<file path="config.mk">
export PLATFORM = sky130hd
export DESIGN_NAME = conversion_start_sync
export DESIGN_NICKNAME = d
export VERILOG_FILES = /design/src/rtl/conv_start_pkg.sv /design/src/rtl/start_edge_sync.sv /design/src/rtl/conversion_start_sync.sv
export SDC_FILE = /design/constraint.sdc
export NUM_CORES = 1
export LEC_CHECK = 0
export BUFFER_PORTS_ARGS = -buffer_cell sky130_fd_sc_hd__buf_4
export CORE_ASPECT_RATIO = 0.75
export CORE_MARGIN = 4
export CORE_UTILIZATION = 35
export CTS_CLUSTER_SIZE = 8
export DETAILED_ROUTE_END_ITERATION = 16
export SETUP_SLACK_MARGIN = 0.2
export SLEW_MARGIN = 30
export SYNTH_ARGS = -nofsm -noshare
export SYNTH_HDL_FRONTEND = slang
export SYNTH_SLANG_ARGS = --single-unit
</file>
<file path="constraint.sdc">
create_clock -name i_clk -period 1.8 [get_ports i_clk]
set_clock_uncertainty 0.2 [all_clocks]
set_input_delay 0.54 -clock i_clk [delete_from_list [all_inputs] [get_ports i_clk]]
set_output_delay 0.54 -clock i_clk [all_outputs]
set_load 0.03 [all_outputs]
</file>
<file path="src/rtl/conv_start_pkg.sv">
// Shared constants and types for the conversion start and synchronisation block
package conv_start_pkg;

  // Clock of this block, 10 MHz
  localparam int unsigned CLK_PERIOD_NS = 100;

  // Front-end system clock period, rounded to whole ns (1 / 4.608 MHz)
  localparam int unsigned SYS_CLK_PERIOD_NS = 217;

  // Setup delay that only the first reading after a start carries, 2 system clocks
  localparam int unsigned FIXED_DELAY_NS = 2 * SYS_CLK_PERIOD_NS;

  // A least time, so it rounds up
  localparam int unsigned FIXED_CYCLES =
    (FIXED_DELAY_NS + CLK_PERIOD_NS - 1) / CLK_PERIOD_NS;

  // Default conversion time, fastest data rate (288 ksps)
  localparam int unsigned CONV_TIME_NS = 3472;

  // A longest time, so it rounds down
  localparam int unsigned CONV_CYCLES = CONV_TIME_NS / CLK_PERIOD_NS;

  // Shortest start pulse the host must give, 2 system clocks
  localparam int unsigned START_PULSE_MIN_NS = 2 * SYS_CLK_PERIOD_NS;

  // Width of the delay and conversion down counter
  localparam int unsigned CNT_W = 16;

  // Width of the channel pointer
  localparam int unsigned CHAN_W = 4;

  // Clock source select value that picks the external master clock
  localparam logic [1:0] CLK_SRC_EXTERNAL = 2'h1;

  // Conversion command codes, each picks one reading mode
  typedef enum logic [2:0] {
    one_chan_one_shot_mode   = 3'h0,
    one_chan_continuous_mode = 3'h1,
    multi_chan_one_shot_mode = 3'h2,
    multi_chan_multi_mode    = 3'h3,
    multi_chan_continuous_mode = 3'h4
  } read_mode_t;

  // Highest legal command code
  localparam logic [2:0] CMD_CODE_MAX = 3'h4;

  // Sequencer states, one-hot
  typedef enum logic [2:0] {
    ST_IDLE    = 3'h1,
    ST_SETUP   = 3'h2,
    ST_CONVERT = 3'h4
  } seq_state_t;

endpackage

</file>
<file path="src/rtl/start_edge_sync.sv">
// Two-flop synchroniser and rising-edge detector for the start pulse pin
`timescale 1ns/1ps
`default_nettype none

module start_edge_sync (
  // Clock and reset
  input wire logic i_clk,
  input wire logic i_srst,
  // Asynchronous pin
  input wire logic i_pin,
  // One-cycle pulse on each rising edge
  output logic o_rise
);

  logic meta_q, meta_d;
  logic sync_q, sync_d;
  logic last_q, last_d;
  logic rise_q, rise_d;

  ////////////////////////////////////////////////////////////////////////
  // Only sync_q reads the first flop; every pulse of one clock or more
  // is caught, well inside the 2 system clock minimum
  always_comb begin
    meta_d = i_pin;
    sync_d = meta_q;
    last_d = sync_q;
    rise_d = sync_q & ~last_q;
  end

  always_ff @(posedge i_clk) begin
    if (i_srst) begin
      meta_q <= 1'b0;
      sync_q <= 1'b0;
      last_q <= 1'b0;
      rise_q <= 1'b0;
    end else begin
      meta_q <= meta_d;
      sync_q <= sync_d;
      last_q <= last_d;
      rise_q <= rise_d;
    end
  end

  assign o_rise = rise_q;

endmodule

`default_nettype wire

</file>
<file path="src/rtl/conversion_start_sync.sv">
// Conversion start selection, reading sequencer, ready output and clock options
//
// Operation
// - Select bit one: start on pin rising edge
// - Pin edge during conversion aborts and restarts
// - Pin mode: commands only choose reading mode
// - Select bit zero: ignore start pin
// - Command mode: command picks mode and starts
// - Pin start works in every reading mode
// - Five commands map to five reading modes
// - Shared start line gives same-edge start
// - Ready rises at each completed reading
// - Clock select one: use external master clock
// - Clock-out enable drives system clock on pin; here pin nine toggles at half the block clock
// - Reading completes at ready rising edge
`timescale 1ns/1ps
`default_nettype none

module conversion_start_sync #(
  parameter int unsigned FIXED_CNT = conv_start_pkg::FIXED_CYCLES,
  parameter int unsigned CONV_CNT = conv_start_pkg::CONV_CYCLES
) (
  // Clock and reset
  input wire logic i_clk,
  input wire logic i_srst,
  // Configuration from system_config_word0
  input wire logic i_pin_trigger_sel,
  input wire logic [1:0] i_clock_source_select,
  input wire logic i_clock_out_en,
  input wire logic [conv_start_pkg::CHAN_W-1:0] i_last_chan,
  // Conversion command, pulse at last serial-clock falling edge
  input wire logic i_cmd_valid,
  input wire logic [2:0] i_conversion_command,
  // Start pulse pin, asynchronous
  input wire logic i_start_pin,
  // Sequencer status
  output logic o_busy,
  output logic [2:0] o_read_mode,
  output logic [conv_start_pkg::CHAN_W-1:0] o_chan_ptr,
  output logic o_conv_start,
  output logic o_abort,
  output logic o_reading_ready_out,
  // Clock options
  output logic o_use_external_clock,
  output logic o_general_pin_nine
);
  import conv_start_pkg::*;

  localparam logic [CNT_W-1:0] FIXED_LOAD = CNT_W'(FIXED_CNT - 1);
  localparam logic [CNT_W-1:0] CONV_LOAD = CNT_W'(CONV_CNT - 1);
  localparam logic [CNT_W-1:0] CNT_ZERO = '0;
  localparam logic [CHAN_W-1:0] CHAN_ZERO = '0;
  localparam logic [CHAN_W-1:0] CHAN_ONE = CHAN_W'(1);

  logic pin_rise;
  logic cmd_legal;
  logic start_evt;

  seq_state_t state_q, state_d;
  read_mode_t mode_q, mode_d;
  logic [CNT_W-1:0] cnt_q, cnt_d;
  logic [CHAN_W-1:0] chan_q, chan_d;
  logic start_q, start_d;
  logic abort_q, abort_d;
  logic ready_q, ready_d;
  logic ext_q, ext_d;
  logic pin9_q, pin9_d;
  logic busy_q, busy_d;

  ////////////////////////////////////////////////////////////////////////
  // Start pin capture; fixed latency keeps devices on one line aligned
  start_edge_sync u_sync (
    .i_clk(i_clk),
    .i_srst(i_srst),
    .i_pin(i_start_pin),
    .o_rise(pin_rise)
  );

  // Start source choice; the unselected source is dropped
  always_comb begin
    cmd_legal = i_cmd_valid && (i_conversion_command <= CMD_CODE_MAX);
    if (i_pin_trigger_sel) begin
      start_evt = pin_rise;
    end else begin
      start_evt = cmd_legal;
    end
  end

  ////////////////////////////////////////////////////////////////////////
  // Reading sequencer next state
  always_comb begin
    state_d = state_q;
    mode_d = mode_q;
    cnt_d = cnt_q;
    chan_d = chan_q;
    start_d = 1'b0;
    abort_d = 1'b0;
    ready_d = 1'b0;
    // A command always chooses the mode, whatever the trigger source
    if (cmd_legal) begin
      mode_d = read_mode_t'(i_conversion_command);
    end
    if (start_evt) begin
      // A new start wins over any reading in flight
      abort_d = (state_q != ST_IDLE);
      state_d = ST_SETUP;
      cnt_d = FIXED_LOAD;
      chan_d = CHAN_ZERO;
    end else begin
      unique case (state_q)
        ST_IDLE: begin
          cnt_d = CNT_ZERO;
        end
        ST_SETUP: begin
          if (cnt_q == CNT_ZERO) begin
            state_d = ST_CONVERT;
            cnt_d = CONV_LOAD;
            start_d = 1'b1;
          end else begin
            cnt_d = cnt_q - CNT_W'(1);
          end
        end
        ST_CONVERT: begin
          if (cnt_q == CNT_ZERO) begin
            ready_d = 1'b1;
            // Later readings skip the setup delay
            cnt_d = CONV_LOAD;
            start_d = 1'b1;
            unique case (mode_q)
              one_chan_one_shot_mode, multi_chan_one_shot_mode: begin
                state_d = ST_IDLE;
                start_d = 1'b0;
              end
              one_chan_continuous_mode: begin
                state_d = ST_CONVERT;
              end
              multi_chan_multi_mode: begin
                if (chan_q == i_last_chan) begin
                  state_d = ST_IDLE;
                  start_d = 1'b0;
                end else begin
                  chan_d = chan_q + CHAN_ONE;
                end
              end
              multi_chan_continuous_mode: begin
                chan_d = (chan_q == i_last_chan) ? CHAN_ZERO : chan_q + CHAN_ONE;
              end
            endcase
          end else begin
            cnt_d = cnt_q - CNT_W'(1);
          end
        end
      endcase
    end
    // Busy follows the next state, so the output is a plain register
    busy_d = (state_d != ST_IDLE);
  end

  always_ff @(posedge i_clk) begin
    if (i_srst) begin
      state_q <= ST_IDLE;
      busy_q <= 1'b0;
      mode_q <= one_chan_one_shot_mode;
      cnt_q <= CNT_ZERO;
      chan_q <= CHAN_ZERO;
      start_q <= 1'b0;
      abort_q <= 1'b0;
      ready_q <= 1'b0;
    end else begin
      state_q <= state_d;
      busy_q <= busy_d;
      mode_q <= mode_d;
      cnt_q <= cnt_d;
      chan_q <= chan_d;
      start_q <= start_d;
      abort_q <= abort_d;
      ready_q <= ready_d;
    end
  end

  ////////////////////////////////////////////////////////////////////////
  // Clock options; pin nine carries a half-rate stand-in for the system clock
  always_comb begin
    ext_d = (i_clock_source_select == CLK_SRC_EXTERNAL);
    pin9_d = i_clock_out_en ? ~pin9_q : 1'b0;
  end

  always_ff @(posedge i_clk) begin
    if (i_srst) begin
      ext_q <= 1'b0;
      pin9_q <= 1'b0;
    end else begin
      ext_q <= ext_d;
      pin9_q <= pin9_d;
    end
  end

  assign o_busy = busy_q;
  assign o_read_mode = mode_q;
  assign o_chan_ptr = chan_q;
  assign o_conv_start = start_q;
  assign o_abort = abort_q;
  assign o_reading_ready_out = ready_q;
  assign o_use_external_clock = ext_q;
  assign o_general_pin_nine = pin9_q;
endmodule

`default_nettype wire

</file>
======== Word level (Yosys, flattened, before mapping) ========
Index checks and enable logic that the tools add are counted.
W data, S select, Z words.
storage, ports and cells
  bits in registers ....................... 36
  input bits .............................. 15
  output and inout bits ................... 13
  logic and storage cells ................. 65
cells by class
  add/sub/neg operators ................... 2
  $lt $le $gt $ge ......................... 1
  eq/ne operators ......................... 12
  mux-type cells .......................... 18
  bitwise logic cells ..................... 6
  reduce and logical (&&, ||, !) cells .... 11
operators with widths
  cell                     count
  $pmux W16 S2             1
  $logic_not A16 Y1        1
  $mux W16                 1
  $sub A16 B1 Y16 const B  1
  $mux W3                  5
  $reduce_or A2 Y1         5
  $eq A3 B2 Y1 const B     3
  $pmux W3 S3              1
  $mux W4                  2
  $pmux W4 S2              1
  $eq A3 B1 Y1 const B     2
  $eq A3 B3 Y1 const B     2
  $ne A3 B1 Y1 const B     2
  $pmux W3 S2              1
  $not A1 Y1               5
  $add A4 B1 Y4 const B    1
  $eq A4 B4 Y1             1
  $mux W1                  4
  $pmux W1 S2              2
  $reduce_and A4 Y1        1
  $le A3 B3 Y1 const B     1
  $logic_not A3 Y1         1
  $reduce_or A3 Y1         1
  $eq A2 B1 Y1 const B     1
  4 further kinds          4

======== Depth between registers and ports, before layout ========
Gate-level depths: netlist (run 1).
  depth in word-level cells ............... 7
  gate-level depth with buffers ........... 7
  depth with buffers taken out ............ 7

======== Modules after synthesis ========
From an unflattened synthesis (run 1), not the netlist that was laid out.
second synthesis, totals
  cell total of the unflattened synthesis .. 180
  area total of the unflattened synthesis .. 1632.8 um^2
modules (own cells, without submodules)
  module                 instances  cells an instance  area an instance (um^2)  seq. area each (um^2)
  conversion_start_sync  1          172                1521.5                   640.6
  start_edge_sync        1          8                  111.4                    80.1

======== Worst setup path before layout (run 1) ========
No wires, ideal clock.
  path type ............................... register to register
  from .................................... register cnt_q[0]
  to ...................................... register chan_q[1], in the netlist o_chan_ptr[1]
  setup time .............................. 70 ps
  data arrival time ....................... 1576 ps
  setup slack ............................. -46 ps
  cell stages (with the launch flop) ...... 7
  cell sequence ........................... dfxtp_1 > inv_1 > ha_1 > nor4b_1 > nand4_1 > or4_1 > a21oi_1
on the way
  longest elaborated chain between the ends .. 2
ends and longest elaborated chain
  item                                line                          text
  start, declared                     conversion_start_sync.sv:61   logic [CNT_W-1:0] cnt_q, cnt_d;
  start signal, assigned              conversion_start_sync.sv:173  cnt_q <= cnt_d;
  $logic_not A16 Y1                   conversion_start_sync.sv:124  if (cnt_q == CNT_ZERO) begin
  $reduce_and A4 Y1 (no source line)  --
  end signal, assigned                conversion_start_sync.sv:174  chan_q <= chan_d;
  end, declared                       conversion_start_sync.sv:62   logic [CHAN_W-1:0] chan_q, chan_d;
No other way between the ends.
A chain may end at the register's enable or synchronous reset.

======== Final worst setup path (run 1) ========
  from .................................... register cnt_q[13]
  to ...................................... register cnt_q[14]
on the way
  longest elaborated chain between the ends .. 3
ends and longest elaborated chain
  item                                                         line                                                        text
  $sub A16 B1 Y16 / $logic_not A16 Y1 (equally long branches)  --
  $mux W16 (*)                                                 conversion_start_sync.sv:115, conversion_start_sync.sv:124
  $pmux W16 S2 (*)                                             conversion_start_sync.sv:110                                unique case (state_q)
Mark *: on every way between the ends. The rest lies on a longest branch, timed or not.

==> summary.txt, run 1 <==
Setup path
  – Crit path max-delay cell type: or3_4
  – CP Launch Type: flop
  – CP cell instances: nor4_4 -> nand2_2 -> or3_4 -> nand3_4 -> nor2_1
  – Crit path kind: flop to flop
  – CP max stage delay: 0.45 ns
  – CP Capture Type: flop
  – CP Max Fanout: 7
  – CP required: 1.78 ns
  – Crit path DAT: 1.82 ns
  – Reg2reg setup slack: -0.04 ns

Route
  – Drt via density: 4.94
  – Initial DRC count: 41
  – DRT Pass-1 Iters: 4
  – Post-route ant nets: 0
  – DRC violations left: 0
  – Via Count: 1508
  – Per-cell routed wire length: 13.0 um
  – Drt total wl: 3970 um

Clock tree
  – CTS tree: done
  – Root buffer cell: clkbuf_8
  – Clock transition at path regs: 0.08 ns
  – CTS Buffer Depth: 2
  – CTS buffer count: 5
  – H-Tree Depth: 2
  – Clock Sinks: 36
  – Hold buffers post-CTS: 0
  – Worst-Skew Late Latency: 0.29 ns

STA
  – Setup TNS: -0.178 ns
  – F_max: 542 MHz
  – RSZ-0062 raised after global routing: true
  – Setup-failing EPs final: 8
  – Pins Over Slew Limit: 0
  – Slew headroom: 73.0%
  – Worst Slack Setup Final: -0.0445 ns
  – Period utilisation layout: 102%
  – Final Hold Viols: 0
  – Worst-Margin Slew: 0.405 ns
  – Tmin final: 1.84 ns

Floorplanning
  – Starting Density: 36.3%
  – Die footprint: 0.00576 mm2
  – Die Wd: 86.3 um
  – Die Ht: 66.7 um
  – Core area: 0.00444 mm2
  – Io pins: 28
  – Row count: 21

Placed design
  – Placed wire-length estimate: 2820 um
  – IO Port Bufs: 27
  – Inst Count DP: 294
  – Gpl congestion: 0.815
  – Place WS: -0.168 ns

Finish
  – Layout Cells excl Fill: 305
  – Number of fill cells in the layout: 405
  – Area grow syn2layout: 54.1%
  – Final cell utilization of the core: 55.9%
  – Layout cell share with drive strength beyond 1: 50.0%
  – Final Net Count: 265
  – Ant. Diodes: 0

Global routing
  – Vias in the first global route: 1350
  – Remaining global-route overflow: 0
  – First-pass GRT wire length: 6350 um
  – Total track usage: 14.3%
  – Largest net degree at the start of global routing: 13
  – Initial antenna violation count: 0

Pwr
  – Power per Cell Area: 722 mW/mm2
  – VDD IR max: 0.691 mV
  – Leak: 0.00111 uW

Yosys
  – Post-Syn Area: 0.00161 mm2
  – Synth unique cells: 37
  – Seq/Total Area, Yosys: 44.8%
  – Seq cells post-synth: 36
  – Syn Nets: 199
  – Syn Inst Count: 181
  – Synthesized area per cell: 8.90 um2
  – Yosys warns: 0

Run status
  – Outcome: finished, violations left
  – Failing checks: negative setup slack

Job
  – MaxCap Viol Count: 0

Worst hold path
  – Worst min path class: flop to flop
-- cell families (layout without fill, tap and decap cells) --
| kind of cell | count (synthesis) | count (layout) | synth area share, % |
|---|---|---|---|
| simple gates | 83 | 84 | 28.4 |
| xor+xnor | 16 | 16 | 8.70 |
| fa+ha+maj | 3 | 3 | 2.33 |
| compound gates | 37 | 37 | 14.0 |
| flops | 36 | 36 | 44.8 |
| buf+inv | 6 | 72 | 1.86 |
-- cells in the mapped netlist --
cell type	instances	area share (%)
nor3b_1	3	1.4
dfxtp_1	36	45
or4_1	3	1.4
a211oi_1	1	0.47
xnor2_1	10	5.4
nand3_2	1	0.62
inv_1	4	0.93
clkbuf_1	1	0.23
o21a_1	2	0.93
nor4_2	2	1.6
o2111a_1	1	0.70
xor2_1	6	3.3
nor4b_1	1	0.54
nor2b_1	6	2.3
nand2_1	18	4.2
nand3b_1	2	0.93
or3_1	2	0.78
and4_1	1	0.54
and4_2	1	0.62
nor3_1	6	1.9
nand3_1	3	0.93
a31oi_1	2	0.78
nand2b_1	3	1.2
and2_1	2	0.78
buf_6	1	0.70
a21boi_0	1	0.47
a211o_1	1	0.54
o31ai_1	4	1.9
o2bb2ai_1	1	0.54
nand4_1	2	0.78
nor3b_2	1	0.78
ha_1	3	2.3
o21ai_0	8	2.5
a21oi_1	15	4.7
nor2_1	25	5.8
nor4_4	1	1.3
o31a_1	1	0.54
-- state kept, by name, summed over array words and instances, names as in the netlist --
signal / count
cnt_q: 16
o_chan_ptr: 4
o_read_mode: 3
state_q: 3
o_abort: 1
o_busy: 1
o_conv_start: 1
o_general_pin_nine: 1
o_reading_ready_out: 1
o_use_external_clock: 1
u_sync.last_d: 1
u_sync.last_q: 1
u_sync.meta_q: 1
u_sync.o_rise: 1
-- cell type report --
type	instances	area, um2	area share (%)
clock buffers	5	68.8	2.77
clock inverters	3	42.5	1.71
inverters	4	15.0	0.605
multi-input cells	140	1060	42.8
flip-flops and latches	36	752	30.3
well taps	57	71.3	2.87
repair buffers	60	469	18.9
-- worst paths after layout --
kind,start,to,cells past startpoint
setup reg to reg,cnt_q[13],cnt_q[14],5
hold reg to reg,u_sync.last_q,u_sync.o_rise,1
hold / removal,u_sync.last_q,u_sync.o_rise,1
setup / recovery,cnt_q[13],cnt_q[14],5
-- stage by stage --
step           area (um2)  hold WS [ns]  power, uW
5_1_grt              2480         0.194       1870
3_5_place_dp         2180         0.177       1070
2_1_floorplan        1690         0.167        974
4_1_cts              2400         0.188       1800
3_3_place_gp         2180         0.172       1070
6_report             2480         0.185       1790
-- routing by layer --
layer	vias up	GRT usage, %	routed length [um]
li1	776	-	-
met1	695	21.4	2100
met2	32	19.1	1640
met3	5	4.08	194
met4	0	4.67	34
met5	-	0	0
-- worst max-delay path, delay by kind of cell (launching register included) --
kind	cells	cell delay [ns]
AND/OR/NAND/NOR	5	1.18
flip-flops	1	0.34
-- where the power goes --
| part | internal, uW | total (uW) | switching, uW |
|---|---|---|---|
| clock network | 410 | 716 | 306 |
| registers | 808 | 826 | 18.3 |
| logic | 124 | 249 | 125 |
| total | 1340 | 1790 | 449 |
-- cell usage in the layout (no fill, tap or decap), drive strengths merged, types with 5 or more instances in the layout --
cell / n
nor2: 25
nor3: 6
clkbuf: 5
dfxtp: 36
o21ai: 8
buf: 60
nand2: 18
nand3: 5
xor2: 6
a21oi: 15
nor2b: 6
xnor2: 10
-- repair_timing --
item	in CTS	in global routing
gates resized for setup	22	28
endpoints found under the setup margin	28	32
buffers inserted	2	0
pin swaps	15	22
cloned	1	0
(Power assumes the default switching activity.)
==> run 2: changes to the inputs <==
--- a/config.mk
+++ b/config.mk
@@ -8,11 +8,13 @@
 export BUFFER_PORTS_ARGS = -buffer_cell sky130_fd_sc_hd__buf_4
 export CORE_ASPECT_RATIO = 0.75
 export CORE_MARGIN = 4
-export CORE_UTILIZATION = 35
+export CORE_UTILIZATION = 52
+export CTS_BUF_LIST = sky130_fd_sc_hd__clkbuf_4
 export CTS_CLUSTER_SIZE = 8
 export DETAILED_ROUTE_END_ITERATION = 16
+export PLACE_DENSITY = 0.78
 export SETUP_SLACK_MARGIN = 0.2
-export SLEW_MARGIN = 30
+export SLEW_MARGIN = 20
 export SYNTH_ARGS = -nofsm -noshare
 export SYNTH_HDL_FRONTEND = slang
 export SYNTH_SLANG_ARGS = --single-unit
==> run 2 against run 1 <==
  * The run still ends with negative setup slack left
  * First-iteration DRC count up 130%
  * Largest power group unchanged
  * Count of clock-buffer cells in the layout unchanged
  * Wire length grew 14%
  * Clock power shrank 42%
  * Critical path type unchanged
  * Final cell count is 6.9% lower
  * Via count up 6.1%
  * Register-to-register slack worse by 0.07 ns
==> summary.txt, run 2 (synthesis results as in run 1) <==
Pwr
  – Comb pwr share: 17.4% (+3.5 points)
  – Clock share of power: 27.7% (-12 points)
  – VDD IR max: 0.533 mV (-23%)
  – Tot Pwr: 1500 uW (-16%)
  – Sw Pwr: 425 uW (-5.3%)
  – Sequential share of power: 55.0% (+8.9 points)
  – Internal power: 1080 uW (-20%)
  – Power per Cell Area: 622 mW/mm2 (-14%)
  – Switching part of the total: 28.3% (+3.3 points)
  – Leak: 0.00108 uW (-3.1%)

STA
  – Final Hold Viols: 0 (unchanged)
  – Tmin final: 1.91 ns (+0.0651 ns)
  – F_max: 524 MHz (-3.4%)
  – Pins Over Slew Limit: 0 (unchanged)
  – Worst Slack Setup Final: -0.110 ns (-0.0651 ns)
  – Setup-failing EPs final: 21 (+13)
  – RSZ-0062 raised after global routing: true
  – Worst-Margin Slew: 0.703 ns (+0.298 ns)
  – Slew headroom: 52.9% (-20 points)
  – Period utilisation layout: 106% (+3.6 points)

Clock tree
  – Clock transition at path regs: 0.11 ns (+0.03 ns)
  – Root buffer cell: clkbuf_4
  – Clock Sinks: 36 (unchanged)
  – H-Tree Depth: 2 (unchanged)
  – Worst-Skew Late Latency: 0.35 ns (+0.06 ns)
  – CTS buffer count: 5 (unchanged)
  – CTS tree: done
  – CTS Buffer Depth: 2 (unchanged)

Worst hold path
  – Worst min path class: input port to flop
  – Min-Delay Endpoint: o_use_external_clock
  – Hold depth: 2 (+1)
  – Hold Path Origin: i_clock_source_select[1]

Placed design
  – Placed wire-length estimate: 2940 um (+4.3%)
  – Place WS: -0.185 ns (-0.0169 ns)
  – Placed Area: 0.00208 mm2 (-4.9%)
  – IO Port Bufs: 27 (unchanged)
  – Gpl congestion: 0.885 (+8.6%)

Setup path
  – CP required: 1.85 ns (+0.07 ns)
  – CP Launch Type: flop
  – CP Capture Type: flop
  – Reg2reg setup slack: -0.11 ns (-0.07 ns)
  – FF-to-FF path depth: 6 (+1)
  – Reg-to-reg critical path endpoint: cnt_q[9]
  – CP Max Fanout: 7 (unchanged)
  – R2R Path Start: cnt_q[4]
  – Crit path kind: flop to flop
  – Crit path DAT: 1.96 ns (+0.14 ns)

Floorplanning
  – Row count: 17 (-19%)
  – Core area: 0.00296 mm2 (-33%)
  – Starting Density: 54.5% (+18 points)
  – Io pins: 28 (unchanged)
  – Die footprint: 0.00406 mm2 (-30%)
  – Die Wd: 72.3 um (-16%)
  – Die Ht: 56.2 um (-16%)

Finish
  – Ant. Diodes: 0 (unchanged)
  – Final instance area: 0.00241 mm2 (-2.8%)
  – Most common cell after layout, fill and taps aside: buf_4
  – Most frequent cells in the layout: buf_4, dfxtp_1, nor2_1
  – Number of fill cells in the layout: 169 (-58%)
  – Largest register FFs: 16 (unchanged)
  – Final Net Count: 263 (-0.75%)
  – Area grow syn2layout: 49.8%
  – Top reg by flops: cnt_q
  – Layout cell share with drive strength beyond 1: 47.6% (-2.4 points)

Job
  – MaxCap Viol Count: 0 (unchanged)

Route
  – Per-cell routed wire length: 16.0 um (+23%)
  – DRC violations left: 0 (unchanged)
  – Post-route ant nets: 0 (unchanged)
  – Drt total wl: 4530 um (+14%)
  – Initial DRC count: 96 (+130%)
  – DRT Pass-1 Iters: 5 (+1)
  – Drt via density: 5.63 (+14%)
  – Via Count: 1600 (+6.1%)

Global routing
  – Initial antenna violation count: 0 (unchanged)
  – Largest net degree at the start of global routing: 14 (+1)
  – Total track usage: 23.1% (+8.9 points)
  – Met2 Use GR: 39.0% (+20 points)
  – Remaining global-route overflow: 0 (unchanged)
  – Vias in the first global route: 1664 (+23%)
  – Met3 usage: 5.60% (+1.5 points)
  – First-pass GRT wire length: 7390 um (+16%)
  – Busiest grt layer: met2
  – GR Util met1: 28.0% (+6.6 points)

Run status
  – Failing checks: negative setup slack
  – Outcome: finished, violations left
==> run 2: cell count changes in the layout (fill, tap and decap cells not counted), sizes merged <==
cell / change
clkinvlp: -1
clkinv: +2
buf: -2
bufinv: -1
==> run 2: per-stage QoR <==
| step | utilization [%] | setup TNS [ns] | hold slack [ns] | std cells |
|---|---|---|---|---|
| 3_3_place_gp | 70.3 | -1.03 | 0.174 | 264 |
| 6_report | 81.6 | -1.48 | 0.138 | 284 |
| 5_1_grt | 81.6 | -2.84 | 0.121 | 284 |
| 4_1_cts | 78.9 | -1.14 | 0.127 | 283 |
| 2_1_floorplan | - | 0 | 0.167 | 181 |
| 3_5_place_dp | 70.3 | -1.05 | 0.187 | 264 |
==> run 2: critical path: stages, from the launching register on <==
cell and delay (ns):
dfxtp_4 0.37, nor4_4 0.30, buf_4 0.18, nand3b_1 0.12, or3_4 0.40, nand3_4 0.16, nor2_1 0.06
==> run 2: layer usage <==
layer	share of wire, %	wire length (um)
met4	1.7	78
met5	0	0
met2	51	2320
met1	42	1890
met3	5.4	243
==> run 2: final cells by class <==
type | count | area (um2) | area share (%)
well taps | 38 | 47.5 | 1.97
multi-input cells | 140 | 1060 | 44.0
inverters | 4 | 15.0 | 0.622
repair buffers | 58 | 480 | 19.9
clock buffers | 5 | 37.5 | 1.56
flip-flops and latches | 36 | 757 | 31.4
clock inverters | 3 | 13.8 | 0.571
==> run 2: how the worst max path moves through the flow <==
stage,startpoint,end
floorplan,cnt_q[5],cnt_q[13]
global placement,i_last_chan[3],o_chan_ptr[1]
detailed placement,i_last_chan[3],o_chan_ptr[1]
CTS,cnt_q[4],cnt_q[6]
global route,cnt_q[4],o_chan_ptr[2]
finish,cnt_q[4],cnt_q[9]
==> run 2: repair_timing <==
action / CTS / global route
hold buffers: 0 / 0
cloned: 1 / 0
hold endpoints to repair: 0 / 0
resized for setup: 36 / 18
endpoints found under the setup margin: 35 / 36
pin swaps: 10 / 10
setup buffers: 10 / 1
==> run 2: power groups by stage <==
stage	Sequential [uW]	Combinational, uW	Clock, uW
after global placement	849	210	0
after CTS	824	249	421
final	825	261	416
after global routing	827	280	453
after detailed placement	850	218	0
after floorplan	866	108	0
==> run 3: changes to the inputs <==
--- a/config.mk
+++ b/config.mk
@@ -12,7 +12,7 @@
 export CTS_BUF_LIST = sky130_fd_sc_hd__clkbuf_4
 export CTS_CLUSTER_SIZE = 8
 export DETAILED_ROUTE_END_ITERATION = 16
-export PLACE_DENSITY = 0.78
+export PLACE_DENSITY_LB_ADDON = 0.08
 export SETUP_SLACK_MARGIN = 0.2
 export SLEW_MARGIN = 20
 export SYNTH_ARGS = -nofsm -noshare
==> run 3 against run 2 <==
  * The flow still finishes with violations (negative setup slack)
  * Power is 0.80% lower
  * Highest routed layer unchanged
  * Flip-flop and latch count stayed put
  * Register-to-register slack hardly changed
  * Largest cell class unchanged
  * Die area stayed put
  * Wire length is 4.2% lower
==> summary.txt, run 3 (synthesis results as in run 1) <==
Route
  – WL met2: 2000 um (-14%)
  – Via Count: 1579 (-1.3%)
  – Initial DRC count: 113 (+18%)
  – DRC violations left: 0 (unchanged)
  – Post-route ant nets: 0 (unchanged)
  – Drt total wl: 4340 um (-4.2%)
  – Uppermost routed layer: met4
  – DRT Pass-1 Iters: 4 (-1)
  – Per-cell routed wire length: 15.0 um (-6.2%)
  – Drt via density: 5.44 (-3.4%)
  – Metal-1 WL: 1880 um (-0.32%)
  – Metal3 WL: 352 um (+45%)

Global routing
  – Vias in the first global route: 1573 (-5.5%)
  – Largest net degree at the start of global routing: 12 (-2)
  – First-pass GRT wire length: 7110 um (-3.8%)
  – Initial antenna violation count: 0 (unchanged)
  – Total track usage: 22.4% (-0.71 points)
  – Remaining global-route overflow: 0 (unchanged)

Clock tree
  – H-Tree Depth: 2 (unchanged)
  – Worst-Skew Late Latency: 0.35 ns (about the same)
  – CTS Buffer Depth: 2 (unchanged)
  – CTS buffer count: 5 (unchanged)
  – Clock Sinks: 36 (unchanged)
  – CTS tree: done
  – Root buffer cell: clkbuf_4
  – Hold buffers post-CTS: 0 (unchanged)
  – Clock transition at path regs: 0.11 ns (about the same)

Worst hold path
  – Hold depth: 2 (unchanged)
  – Min-Delay Endpoint: o_use_external_clock
  – Hold Path Origin: i_clock_source_select[1]
  – Worst min path class: input port to flop

Placed design
  – Placed wire-length estimate: 2910 um (-0.95%)
  – Inst Count DP: 268 (+1.5%)
  – IO Port Bufs: 27 (unchanged)
  – Gpl congestion: 0.771 (-13%)

Setup path
  – CP max stage delay: 0.42 ns (+0.02 ns)
  – CP Capture Type: flop
  – CP Launch Type: flop
  – Buf/Inv on CP: 1 (unchanged)
  – CP cell instances: nor4_4 -> buf_4 -> nand3b_1 -> or3_4 -> nand3_4 -> nor2_1
  – Crit path DAT: 1.95 ns (about the same)
  – CP Max Fanout: 7 (unchanged)
  – Reg-to-reg critical path endpoint: cnt_q[1]
  – Crit path max-delay cell type: or3_4
  – R2R Path Start: cnt_q[4]
  – Crit path kind: flop to flop
  – CP required: 1.84 ns (about the same)
  – Reg2reg setup slack: -0.11 ns (about the same)
  – FF-to-FF path depth: 6 (unchanged)
  – CP top delay family: simple AND/OR/NAND/NOR gates

STA
  – RSZ-0062 raised after global routing: true
  – Setup TNS: -1.22 ns (+0.266 ns)
  – Tmin final: 1.91 ns (-0.000705 ns)
  – Worst-Margin Slew: 0.620 ns (-0.0829 ns)
  – Final Hold Viols: 0 (unchanged)
  – Period utilisation layout: 106% (about the same)
  – F_max: 524 MHz (about the same)
  – Worst Slack Setup Final: -0.109 ns (+0.000705 ns)
  – Setup-failing EPs final: 19 (-9.5%)
  – Min Hold Slack: 0.118 ns (-0.0197 ns)
  – Slew headroom: 58.6% (+5.7 points)
  – Pins Over Slew Limit: 0 (unchanged)

Floorplanning
  – Die Ht: 56.2 um (unchanged)
  – Io pins: 28 (unchanged)
  – Core area: 0.00296 mm2 (unchanged)
  – Die footprint: 0.00406 mm2 (unchanged)
  – Die Wd: 72.3 um (unchanged)
  – Starting Density: 54.5% (unchanged)
  – Row count: 17 (unchanged)

Pwr
  – Tot Pwr: 1490 uW (-0.80%)
  – Power per Cell Area: 611 mW/mm2 (-1.8%)
  – Leak: 0.00111 uW (+3.0%)
  – VDD IR max: 0.528 mV (-0.84%)

Finish
  – Layout cell share with drive strength beyond 1: 49.2% (+1.6 points)
  – Area grow syn2layout: 51.4%
  – Final Net Count: 269 (+2.3%)
  – Top reg by flops: cnt_q
  – Final cell utilization of the core: 82.4% (+0.85 points)
  – Ant. Diodes: 0 (unchanged)
  – Largest register FFs: 16 (unchanged)
  – Most frequent cells in the layout: buf_4, nor2_1, dfxtp_1
  – Layout Cells excl Fill: 290 (+2.1%)
  – Most common cell after layout, fill and taps aside: buf_4

Run status
  – Failing checks: negative setup slack
  – Outcome: finished, violations left

Job
  – MaxCap Viol Count: 0 (unchanged)
==> run 3: changes by cell type in the layout (fill, tap and decap cells not counted), moves of 2 or more <==
cell | before | now
dfxtp_1 | 23 | 17
nor2_2 | 5 | 2
dfxtp_2 | 5 | 11
o21ai_1 | 1 | 3
nor2_1 | 19 | 23
o21ai_0 | 7 | 5
buf_4 | 46 | 52
==> run 3: what timing repair did <==
action | CTS | global route
cloned | 1 | 0
pin swaps | 21 | 9
endpoints found under the setup margin | 33 | 38
resized for setup | 36 | 19
buffers inserted | 8 | 5
==> run 3: worst max-delay path by stage <==
| stage | from | slack (ns) | endpoint | cells past startpoint |
|---|---|---|---|---|
| 4_1_cts | cnt_q[11] | -0.05 | cnt_q[1] | 5 |
| 3_5_place_dp | i_last_chan[3] | -0.20 | o_chan_ptr[1] | 6 |
| 5_1_grt | cnt_q[4] | -0.16 | cnt_q[13] | 6 |
| 3_3_place_gp | i_last_chan[3] | -0.12 | o_chan_ptr[1] | 6 |
| 6_report | cnt_q[4] | -0.11 | cnt_q[1] | 6 |
| 2_1_floorplan | cnt_q[5] | 0.05 | cnt_q[13] | 6 |
==> run 3: layer usage <==
metal  vias to the layer above  track usage [%]
met5                         -                0
met4                         0             8.31
met3                        13             7.40
met2                        69             36.6
met1                       717             27.2
li1                        780                -
==> run 3: layout make-up <==
class | instances | area, um2
repair buffers | 64 | 526
flip-flops and latches | 36 | 764
clock inverters | 3 | 13.8
inverters | 4 | 15.0
fillers | 190 | 519
multi-input cells | 140 | 1030
well taps | 38 | 47.5
clock buffers | 5 | 37.5
==> run 3: power by group <==
part           internal (uW)  total [uW]  leakage (uW)  switching (uW)
Clock                    143         412     0.0000324             269
Combinational            125         254      0.000772             129
Sequential               806         823      0.000303            16.8
==> run 3: worst register-to-register path, stage by stage (launching register included) <==
cell,delay [ns]
dfxtp_2,0.35
nor4_4,0.26
buf_4,0.19
nand3b_1,0.14
or3_4,0.42
nand3_4,0.17
nor2_1,0.06
==> run 3: metrics by stage <==
stage | area [um2] | worst slack [ns]
2_1_floorplan | 1690 | 0.0464
3_3_place_gp | 2110 | -0.117
3_5_place_dp | 2110 | -0.203
4_1_cts | 2350 | -0.0471
5_1_grt | 2440 | -0.158
6_report | 2440 | -0.109
